`src/inc/dsst_defines.vh`:
```
// constants for the demodulator sample stream trigger block
`ifndef DSST_DEFINES_VH
`define DSST_DEFINES_VH

// register byte offsets
`define DSST_ADDR_ENABLE 8'h00
`define DSST_ADDR_LOCK 8'h04
`define DSST_ADDR_STATUS 8'h08
`define DSST_ADDR_CFG0 8'h10
`define DSST_CFG_STRIDE 4

// per-demodulator configuration word layout
`define DSST_PERIOD_MSB 25
`define DSST_PERIOD_LSB 0
`define DSST_SRC_MSB 28
`define DSST_SRC_LSB 26
`define DSST_MODE_MSB 31
`define DSST_MODE_LSB 29
`define DSST_LOCK_BIT 0

// trigger sources
`define DSST_SRC_CONT 3'h0
`define DSST_SRC_IN3 3'h1
`define DSST_SRC_IN4 3'h2
`define DSST_SRC_OR34 3'h3
`define DSST_SRC_WG1 3'h4
`define DSST_SRC_WG2 3'h5
`define DSST_SRC_WG3 3'h6
`define DSST_SRC_WG4 3'h7

// trigger modes
`define DSST_MODE_RISE 3'h0
`define DSST_MODE_FALL 3'h1
`define DSST_MODE_BOTH 3'h2
`define DSST_MODE_HIGH 3'h3
`define DSST_MODE_LOW 3'h4

// clock and rate limits in samples_per_second; lowest rate is 21/50 = 0.42
`define DSST_CLK_HZ 25000000
`define DSST_RATE_MAX_SPS 14000000
`define DSST_RATE_MIN_NUM 21
`define DSST_RATE_MIN_DEN 50

// reset values and number of demodulators
`define DSST_PERIOD_DEF 26'h0003a98
`define DSST_NUM_DEMOD 8

// cycles after reset before edge detection is trusted
`define DSST_EDGE_SETTLE 2'h3

`endif

```
`src/design/dsst_stream.v`:
```
// demodulator sample gating: enable, rate divider, trigger source and mode
//
// Chosen here: the strobed register port and the address map.
`timescale 1ns/1ps
`default_nettype none
`include "dsst_defines.vh"

module dsst_stream #(
  parameter integer NUM_DEMOD = `DSST_NUM_DEMOD,
  parameter integer PERIOD_MIN = (`DSST_CLK_HZ + `DSST_RATE_MAX_SPS - 1) / `DSST_RATE_MAX_SPS,
  parameter integer PERIOD_MAX = `DSST_CLK_HZ * `DSST_RATE_MIN_DEN / `DSST_RATE_MIN_NUM
) (
  input wire core_clk,
  input wire rst_n,
  input wire [7:0] bus_addr,
  input wire [31:0] bus_wdata,
  input wire bus_wr,
  input wire bus_rd,
  output reg [31:0] bus_rdata,
  input wire trig_in3,
  input wire trig_in4,
  input wire [3:0] wavegen_trigger_output,
  output reg [NUM_DEMOD-1:0] sample_take
);

  localparam [25:0] PMIN = PERIOD_MIN[25:0];
  localparam [25:0] PMAX = PERIOD_MAX[25:0];
  localparam integer CFG_END_I = `DSST_ADDR_CFG0 + NUM_DEMOD * `DSST_CFG_STRIDE;
  localparam [7:0] CFG_END = CFG_END_I[7:0];
  localparam [7:0] CFG0 = `DSST_ADDR_CFG0;

  // rate is clock over period, so an integer period is the nearest rate
  // clamp a requested period into the supported range
  function [25:0] clamp_period;
    input [25:0] req;
    begin
      if (req < PMIN) begin
        clamp_period = PMIN;
      end else if (req > PMAX) begin
        clamp_period = PMAX;
      end else begin
        clamp_period = req;
      end
    end
  endfunction

  reg [NUM_DEMOD-1:0] enable_reg;
  reg lock_reg;
  reg trig3_meta_reg;
  reg trig3_sync_reg;
  reg trig4_meta_reg;
  reg trig4_sync_reg;
  reg [7:0] prev_vec_reg;
  reg [31:0] rdata_next;

  wire [7:0] src_vec;
  wire trig_or;
  wire lock_rise;
  wire cfg_region;
  wire cfg_any_wr;
  wire [7:0] cfg_off;
  wire [5:0] cfg_idx;
  wire [25:0] wr_period;
  wire [32*NUM_DEMOD-1:0] cfg_flat;
  wire [NUM_DEMOD-1:0] active_vec;
  wire [NUM_DEMOD-1:0] take_next;
  wire [25:0] lead_period;
  wire settled;
  reg [1:0] settle_reg;

  // external trigger pins pass two flip-flops first
  always @(posedge core_clk) begin
    if (!rst_n) begin
      trig3_meta_reg <= 1'b0;
      trig3_sync_reg <= 1'b0;
      trig4_meta_reg <= 1'b0;
      trig4_sync_reg <= 1'b0;
    end else begin
      trig3_meta_reg <= trig_in3;
      trig3_sync_reg <= trig3_meta_reg;
      trig4_meta_reg <= trig_in4;
      trig4_sync_reg <= trig4_meta_reg;
    end
  end

  assign trig_or = trig3_sync_reg | trig4_sync_reg;

  // index by source code; entry 0 stands for continuous
  assign src_vec = {wavegen_trigger_output, trig_or, trig4_sync_reg, trig3_sync_reg, 1'b1};

  // previous source levels for edge detection
  always @(posedge core_clk) begin
    if (!rst_n) begin
      prev_vec_reg <= 8'h00;
    end else begin
      prev_vec_reg <= src_vec;
    end
  end

  // edge detection waits until synchronisers and previous levels hold real samples,
  // so a pin already high when reset ends gives no false edge
  always @(posedge core_clk) begin
    if (!rst_n) begin
      settle_reg <= 2'h0;
    end else if (!settled) begin
      settle_reg <= settle_reg + 2'h1;
    end
  end

  assign settled = (settle_reg == `DSST_EDGE_SETTLE);

  // global registers
  always @(posedge core_clk) begin
    if (!rst_n) begin
      enable_reg <= {NUM_DEMOD{1'b0}};
      lock_reg <= 1'b0;
    end else if (bus_wr) begin
      if (bus_addr == `DSST_ADDR_ENABLE) begin
        enable_reg <= bus_wdata[NUM_DEMOD-1:0];
      end
      if (bus_addr == `DSST_ADDR_LOCK) begin
        lock_reg <= bus_wdata[`DSST_LOCK_BIT];
      end
    end
  end

  // a lock write from 0 to 1 copies the first period to every demodulator
  assign lock_rise = bus_wr && (bus_addr == `DSST_ADDR_LOCK) && bus_wdata[`DSST_LOCK_BIT] && !lock_reg;
  // configuration words sit on a word stride from the first one
  assign cfg_region = (bus_addr >= CFG0) && (bus_addr < CFG_END) && (bus_addr[1:0] == 2'h0);
  assign cfg_any_wr = bus_wr && cfg_region;
  assign cfg_off = bus_addr - CFG0;
  assign cfg_idx = cfg_off[7:2];
  assign wr_period = clamp_period(bus_wdata[`DSST_PERIOD_MSB:`DSST_PERIOD_LSB]);
  // the first demodulator's period is the source of a lock copy
  assign lead_period = cfg_flat[`DSST_PERIOD_MSB:`DSST_PERIOD_LSB];


  genvar gi;
  generate
    for (gi = 0; gi < NUM_DEMOD; gi = gi + 1) begin : g_demod
      localparam integer MY_ADDR_I = `DSST_ADDR_CFG0 + gi * `DSST_CFG_STRIDE;
      localparam [7:0] MY_ADDR = MY_ADDR_I[7:0];

      reg [25:0] period_reg;
      reg [2:0] src_reg;
      reg [2:0] mode_reg;
      reg [25:0] cnt_reg;
      reg restart_reg;

      wire own_wr;
      wire period_wr;
      wire lvl;
      wire prv;
      wire rise;
      wire fall;
      reg edge_sel;
      reg edge_fire;
      reg gate;
      wire rate_fire;

      assign own_wr = bus_wr && (bus_addr == MY_ADDR);
      assign period_wr = own_wr || (cfg_any_wr && lock_reg);

      // configuration word of this demodulator
      always @(posedge core_clk) begin
        if (!rst_n) begin
          period_reg <= `DSST_PERIOD_DEF;
          src_reg <= `DSST_SRC_CONT;
          mode_reg <= `DSST_MODE_RISE;
        end else begin
          if (lock_rise) begin
            period_reg <= lead_period;
          end else if (period_wr) begin
            period_reg <= wr_period;
          end
          if (own_wr) begin
            src_reg <= bus_wdata[`DSST_SRC_MSB:`DSST_SRC_LSB];
            mode_reg <= bus_wdata[`DSST_MODE_MSB:`DSST_MODE_LSB];
          end
        end
      end

      assign lvl = src_vec[src_reg];
      assign prv = prev_vec_reg[src_reg];
      assign rise = settled & lvl & ~prv;
      assign fall = settled & ~lvl & prv;

      // mode decode; continuous ignores the mode, reserved modes fire nothing
      always @* begin
        edge_sel = 1'b0;
        edge_fire = 1'b0;
        gate = 1'b0;
        if (src_reg == `DSST_SRC_CONT) begin
          gate = 1'b1;
        end else begin
          case (mode_reg)
            `DSST_MODE_RISE: begin
              edge_sel = 1'b1;
              edge_fire = rise;
            end
            `DSST_MODE_FALL: begin
              edge_sel = 1'b1;
              edge_fire = fall;
            end
            `DSST_MODE_BOTH: begin
              edge_sel = 1'b1;
              edge_fire = rise | fall;
            end
            `DSST_MODE_HIGH: begin
              gate = lvl;
            end
            `DSST_MODE_LOW: begin
              gate = ~lvl;
            end
            default: begin
              gate = 1'b0;
            end
          endcase
        end
      end

      // restart the divider after any change to rate or source
      always @(posedge core_clk) begin
        if (!rst_n) begin
          restart_reg <= 1'b1;
        end else begin
          restart_reg <= period_wr || own_wr || lock_rise;
        end
      end

      // rate divider, held at reload while gated off or disabled
      always @(posedge core_clk) begin
        if (!rst_n) begin
          cnt_reg <= `DSST_PERIOD_DEF - 26'h0000001;
        end else if (restart_reg || !gate || !enable_reg[gi] || edge_sel) begin
          cnt_reg <= period_reg - 26'h0000001;
        end else if (cnt_reg == 26'h0000000) begin
          cnt_reg <= period_reg - 26'h0000001;
        end else begin
          cnt_reg <= cnt_reg - 26'h0000001;
        end
      end

      assign rate_fire = !edge_sel && gate && !restart_reg && (cnt_reg == 26'h0000000);
      // edge modes ignore the rate and give one sample per edge
      assign take_next[gi] = enable_reg[gi] && ((edge_sel && edge_fire) || rate_fire);
      assign active_vec[gi] = enable_reg[gi] && (edge_sel || gate);
      assign cfg_flat[32*gi +: 32] = {mode_reg, src_reg, period_reg};
    end
  endgenerate

  // sample strobes feed only the host stream, not the auxiliary outputs
  always @(posedge core_clk) begin
    if (!rst_n) begin
      sample_take <= {NUM_DEMOD{1'b0}};
    end else begin
      sample_take <= take_next;
    end
  end

  // read multiplexer, unmapped offsets read zero
  always @* begin
    rdata_next = 32'h00000000;
    if (bus_addr == `DSST_ADDR_ENABLE) begin
      rdata_next[NUM_DEMOD-1:0] = enable_reg;
    end else if (bus_addr == `DSST_ADDR_LOCK) begin
      rdata_next[`DSST_LOCK_BIT] = lock_reg;
    end else if (bus_addr == `DSST_ADDR_STATUS) begin
      rdata_next[NUM_DEMOD-1:0] = active_vec;
    end else if (cfg_region) begin
      rdata_next = cfg_flat[cfg_idx*32 +: 32];
    end
  end

  // read data stand one cycle after the strobe, zero otherwise
  always @(posedge core_clk) begin
    if (!rst_n) begin
      bus_rdata <= 32'h00000000;
    end else if (bus_rd) begin
      bus_rdata <= rdata_next;
    end else begin
      bus_rdata <= 32'h00000000;
    end
  end

endmodule // dsst_stream
`default_nettype wire

```
`config.mk`:
```
export PLATFORM = sky130hd
export DESIGN_NAME = dsst_stream
export DESIGN_NICKNAME = d
export VERILOG_FILES = /design/src/design/dsst_stream.v
export VERILOG_INCLUDE_DIRS = /design/src /design/src/inc
export SDC_FILE = /design/constraint.sdc
export NUM_CORES = 1
export LEC_CHECK = 0
export ABC_AREA = 1
export BUFFER_PORTS_ARGS = -buffer_cell sky130_fd_sc_hd__buf_2
export CAP_MARGIN = 0
export CELL_PAD_IN_SITES_DETAIL_PLACEMENT = 1
export CELL_PAD_IN_SITES_GLOBAL_PLACEMENT = 1
export CORE_MARGIN = 2
export CORE_UTILIZATION = 49
export DETAILED_ROUTE_END_ITERATION = 8
export GPL_TIMING_DRIVEN = 1
export PLACE_DENSITY = 0.84
export SYNTH_ARGS = -nofsm -noshare
export SYNTH_HDL_FRONTEND = slang
export SYNTH_SLANG_ARGS = --single-unit
```
`constraint.sdc`:
```
create_clock -name core_clk -period 8.9 [get_ports core_clk]
set_clock_uncertainty 0.1 [all_clocks]
set_input_delay 2.225 -clock core_clk [delete_from_list [all_inputs] [get_ports core_clk]]
set_output_delay 2.225 -clock core_clk [all_outputs]
set_load 0.01 [all_outputs]
```
==> results.cfg, run 1 <==
[setup_path]
crit_path_max_incr_delay_ps = 890
endpoint_kind = register
crit_fanout = 75
rrSetupSlack_ps = 5150
cp_slowest_cell = clkinv_2
worstPathArrival_ps = 6690
cp.required_ps = 9320
cp_cell_sequence = buf_4 > clkinv_2 > nor3_4 > nand2_1 > nor2_1 > nand3b_1 > buf_4 > o21ai_2 > nand2_1 > o21ai_1
critical_path_class = primary input to register
worstSetupStartpointType = primary input

[clock_tree]
clk_latency_ps = 620
cts_buffers = 67
postCtsHoldBufs = 0
root_buffer = clkbuf_16
clk_pin_slew_worst_paths_ps = 60
clock_sink_count = 535
ctsResizeCount = 0
clockBufferDepth = 3
htree_levels = 3
cts_tree = yes
post_cts_buffers = 0

[detailed_routing]
drt-total-wl_mm = 146
num_vias = 38900
drt-initial-drc-count = 3703
drtPass1Iterations = 6
ant_nets = 0
drc = 0
via_per_inst = 5.87
wire_per_inst_um = 22.0

[grt]
use_met2_pct = 61.5
grt.overflow.total = 0
grt_max_degree = 130
grt_busiest_layer = met2
gr-usage-met1_pct = 50.8
grt_pass1_wl_mm = 224
antenna_found_initial = 5
grt_pass1_vias = 38600
met3_usage_pct = 6.98
grt_use_total_pct = 38.7

[timing]
hold_viol = 0
rsz0062_at_grt = no
setup_viol = 0
final.min_clock_period_ps = 6260
slew_violations = 0
setup_slack_ps = 2640
worst_pin_slew_ps = 1110
timing.setup.tns_ps = 0
period_share_pct = 70.4
slew_headroom_pct = 25.5
max_clock_freq_ghz = 0.160

[placed_design]
dp_cells = 6506
dp_hpwl_mm = 107
place.gp.congestion = 0.997
io_buffers = 89
place_ws_ps = 2350
placed_cell_area_sq_um = 35500

[hold_path]
worstHoldPathType = register to register

[synth]
synth_flop_cell = dfxtp_1
ys_async_sr_fraction_pct = 0
ys_warn_count = 0
postSynthAreaPerCell_sq_um = 6.14
syn-num-nets = 5758
ys_ff_latch = 535
synth-edff-count = 0
syn-cell-area_sq_um = 34900
synth_cells = 5686
ys_seq_area_share_pct = 30.7
yosysUniqueCellTypes = 50

[die]
num_rows = 97
die_y_um = 271
io_pins = 90
start_util_pct = 49.7
dieArea_sq_um = 73400
die_x_um = 271
core_area_sq_um = 70300

[layout]
final_area_sq_um = 37800
fin_cells = 6624
drive_gt1_share_pct = 6.39
final_common_cell = nand2_1
fillers = 9873
syn_to_final_growth_pct = 8.23
layout_common_cells = nand2_1 (1684), nor2_1 (714), inv_1 (545)
fin_nets = 5707
multi_input_area_sq_um = 20900
regArea_sq_um = 10700

[pwr]
powerDensity_nw_per_um2 = 149
p_leak_uw = 0.0164
total_power_uw = 5630
ir_drop_mv = 0.127

[run_status]
status = completed

[run]
cap_violations = 0
==> cell families (layout without fill, tap and decap cells) <==
logic type / count (synthesis) / after routing / synth area share (%)
xor+xnor: 268 / 268 / 6.73
simple gates: 2996 / 2996 / 35.5
buf+inv: 798 / 792 / 9.54
compound gates: 1062 / 1062 / 16.6
fa+ha+maj: 22 / 22 / 0.789
flops: 535 / 535 / 30.7
other cells: 0 / 4 / 0
mux: 5 / 5 / 0.143
==> synth_stat cells, drive strengths merged, types with 67 or more instances <==
master | number | area (sq um)
nand2 | 1701 | 6440
nor2 | 738 | 2870
inv | 571 | 2150
dfxtp | 535 | 10700
o21ai | 534 | 2900
a21oi | 409 | 2050
nand3 | 409 | 2090
xor2 | 210 | 1840
buf | 132 | 820
clkbuf | 93 | 350
o211ai | 75 | 563
nand4 | 67 | 478
==> cell type report <==
type,count,area share (%)
Multi-Input combinational cell,4353,55.2
Sequential cell,535,28.4
Inverter,573,5.73
Clock buffer,97,5.31
Tap cell,940,3.11
Timing Repair Buffer,105,1.55
Clock inverter,17,0.666
Antenna cell,4,0.0265
==> through the flow <==
| step | hold WS (ps) | util (%) |
|---|---|---|
| 3_5_place_dp | 307 | 50.5 |
| 4_1_cts | 323 | 53.7 |
| 6_report | 319 | 53.7 |
| 5_1_grt | 346 | 53.7 |
| 2_1_floorplan | 290 | - |
| 3_3_place_gp | 303 | 50.5 |
==> critical path: cells and delay by family <==
family	cells	cell delay (ps)
buffers and inverters	3	2020
AND/OR/NAND/NOR	5	1390
AO/OA/AOI/OAI	2	950
==> where the power goes <==
part	switching (uW)	total, uW	internal [uW]
sequential	14.4	2420	2410
clock	1150	2890	1730
combinational	254	319	64.2
total	1420	5630	4200
==> final timing paths <==
kind / startpoint / to / cells after the start
worst max-delay path: bus_addr[2] / g_demod[3].period_reg[15] / 10
worst min-delay path: trig3_meta_reg / trig3_sync_reg / 2
worst max register to register: g_demod[0].src_reg[0] / g_demod[0].cnt_reg[7] / 10
worst min register to register: trig3_meta_reg / trig3_sync_reg / 2
==> metal layers <==
metal,vias to the layer above,wire length [um]
li1,18200,-
met4,4,7780
met1,18700,61600
met5,-,29
met2,1569,64400
met3,425,11700
No activity file was read; power rests on OpenSTA's default activity.
==> run 2, diff against run 1 <==
--- a/config.mk
+++ b/config.mk
@@ -12,10 +12,10 @@
 export CELL_PAD_IN_SITES_DETAIL_PLACEMENT = 1
 export CELL_PAD_IN_SITES_GLOBAL_PLACEMENT = 1
 export CORE_MARGIN = 2
-export CORE_UTILIZATION = 49
+export CORE_UTILIZATION = 41
 export DETAILED_ROUTE_END_ITERATION = 8
 export GPL_TIMING_DRIVEN = 1
-export PLACE_DENSITY = 0.84
+export PLACE_DENSITY = 0.75
 export SYNTH_ARGS = -nofsm -noshare
 export SYNTH_HDL_FRONTEND = slang
 export SYNTH_SLANG_ARGS = --single-unit
==> constraint.sdc (replaced) <==
create_clock -name core_clk -period 5.2 [get_ports core_clk]
set_clock_uncertainty 0.1 [all_clocks]
set_input_delay 1.3 -clock core_clk [delete_from_list [all_inputs] [get_ports core_clk]]
set_output_delay 1.3 -clock core_clk [all_outputs]
set_load 0.01 [all_outputs]
==> run 2 against run 1 <==
Hold slack got worse by 11 ps. Non-clock buffer count rose by 15. Cell area rose by 1.2%. Combinational power rose by 73%. Largest power group unchanged. First-iteration DRC count fell by 21%. Core utilization fell by 8.2 points. Register-to-register slack got worse by 3100 ps. Global-route usage fell by 5.7 points.
==> results.cfg, run 2 (synthesis gave the netlist of run 1 again) <==
[layout]
layout_common_cells = nand2_1 (1684), nor2_1 (714), inv_1 (545)
regArea_sq_um = 10700
final_core_util_pct = 45.5
drive_gt1_share_pct = 6.73
fin_nets = 5723
syn_to_final_growth_pct = 9.52
final_common_cell = nand2_1
multi_input_area_sq_um = 20900
fillers = 11400

[clock_tree]
clockBufferDepth = 3
cts_buffers = 68
clk_pin_slew_worst_paths_ps = 60
root_buffer = clkbuf_16
post_cts_buffers = 0
htree_levels = 3
clk_latency_ps = 630
clock_sink_count = 535
ctsResizeCount = 0
cts_tree = yes
postCtsHoldBufs = 0

[setup_path]
worstSetupStartpointType = primary input
worstPathArrival_ps = 4110
crit_fanout = 28
endpoint_kind = register
critical_path_class = primary input to register
cp.required_ps = 5610

[placed_design]
place.gp.congestion = 0.972
place_ws_ps = 968
io_buffers = 89
dp_hpwl_mm = 109

[pwr]
powerDensity_nw_per_um2 = 255
ir_drop_mv = 0.215
p_leak_uw = 0.0165

[detailed_routing]
via_per_inst = 5.58
num_vias = 38200
drt-total-wl_mm = 146
ant_nets = 0
drt-initial-drc-count = 2907
drtPass1Iterations = 6
drc = 0
wire_per_inst_um = 21.4

[die]
io_pins = 90
num_rows = 106
dieArea_sq_um = 87500
core_area_sq_um = 84000
die_y_um = 296
start_util_pct = 41.6
die_x_um = 296

[grt]
grt_use_total_pct = 33.0
grt_pass1_wl_mm = 223
gr-usage-met1_pct = 44.3
grt_max_degree = 98
antenna_found_initial = 15
use_met2_pct = 52.6
grt_pass1_vias = 37600
grt_busiest_layer = met2
met3_usage_pct = 5.49
grt.overflow.total = 0

[timing]
worst_pin_slew_ps = 1150
slew_violations = 0
final.min_clock_period_ps = 3700
rsz0062_at_grt = no
timing.setup.tns_ps = 0
period_share_pct = 71.1
max_clock_freq_ghz = 0.270
hold_viol = 0
slew_headroom_pct = 23.5
setup_viol = 0
setup_slack_ps = 1500

[hold_path]
worstHoldPathType = register to register

[run]
cap_violations = 0

[run_status]
status = completed
## run 2: cell types whose count changed in the layout (fill, tap and decap cells not counted), sizes merged
cell      change
buf          +15
clkbuf        +4
clkinv        +4
diode         +3
clkinvlp      -1
## run 2: final timing paths
| kind | from | end | slack, ps | depth (start not counted) |
|---|---|---|---|---|
| worst max-delay path | bus_addr[4] | g_demod[7].period_reg[13] | 1500 | 13 |
| worst min-delay path | trig4_meta_reg | trig4_sync_reg | 310 | 2 |
| worst max register to register | g_demod[2].src_reg[0] | g_demod[2].cnt_reg[8] | 2010 | 11 |
| worst min register to register | trig4_meta_reg | trig4_sync_reg | 310 | 2 |
## run 2: power by group
part	internal, uW	total (uW)	switching (uW)
Clock	3030	5050	2030
Combinational	113	551	438
Sequential	4120	4140	24.1
## run 2: layout make-up
type / instances / area share (%)
Clock inverter: 20 / 0.740
Tap cell: 1134 / 3.71
Sequential cell: 535 / 28.0
Inverter: 573 / 5.66
Timing Repair Buffer: 120 / 1.86
Clock buffer: 101 / 5.36
Antenna cell: 7 / 0.0458
Multi-Input combinational cell: 4353 / 54.6
## run 2: metrics by stage
step           area [sq um]  hold WS [ps]  power (uW)  std cells
6_report              38200           308        9750       6843
5_1_grt               38200           352        9990       6842
4_1_cts               38200           313        9770       6836
3_5_place_dp          35900           304        4760       6715
3_3_place_gp          35900           295        4750       6715
2_1_floorplan         34900           290        4520       5686
## run 2: critical path, cell delays in order
cell	delay, ps
buf_2	110
inv_1	210
buf_4	390
ha_1	230
inv_1	60
nor2_1	120
nand2_2	90
nand4_4	280
nand4_2	560
inv_2	470
nand2_1	120
o21ai_1	100
inv_1	70
## run 2: routing by layer
layer | wire length (um) | vias up
li1 | - | 18200
met3 | 10800 | 274
met4 | 5950 | 6
met2 | 65300 | 1242
met5 | 41 | -
met1 | 64200 | 18400
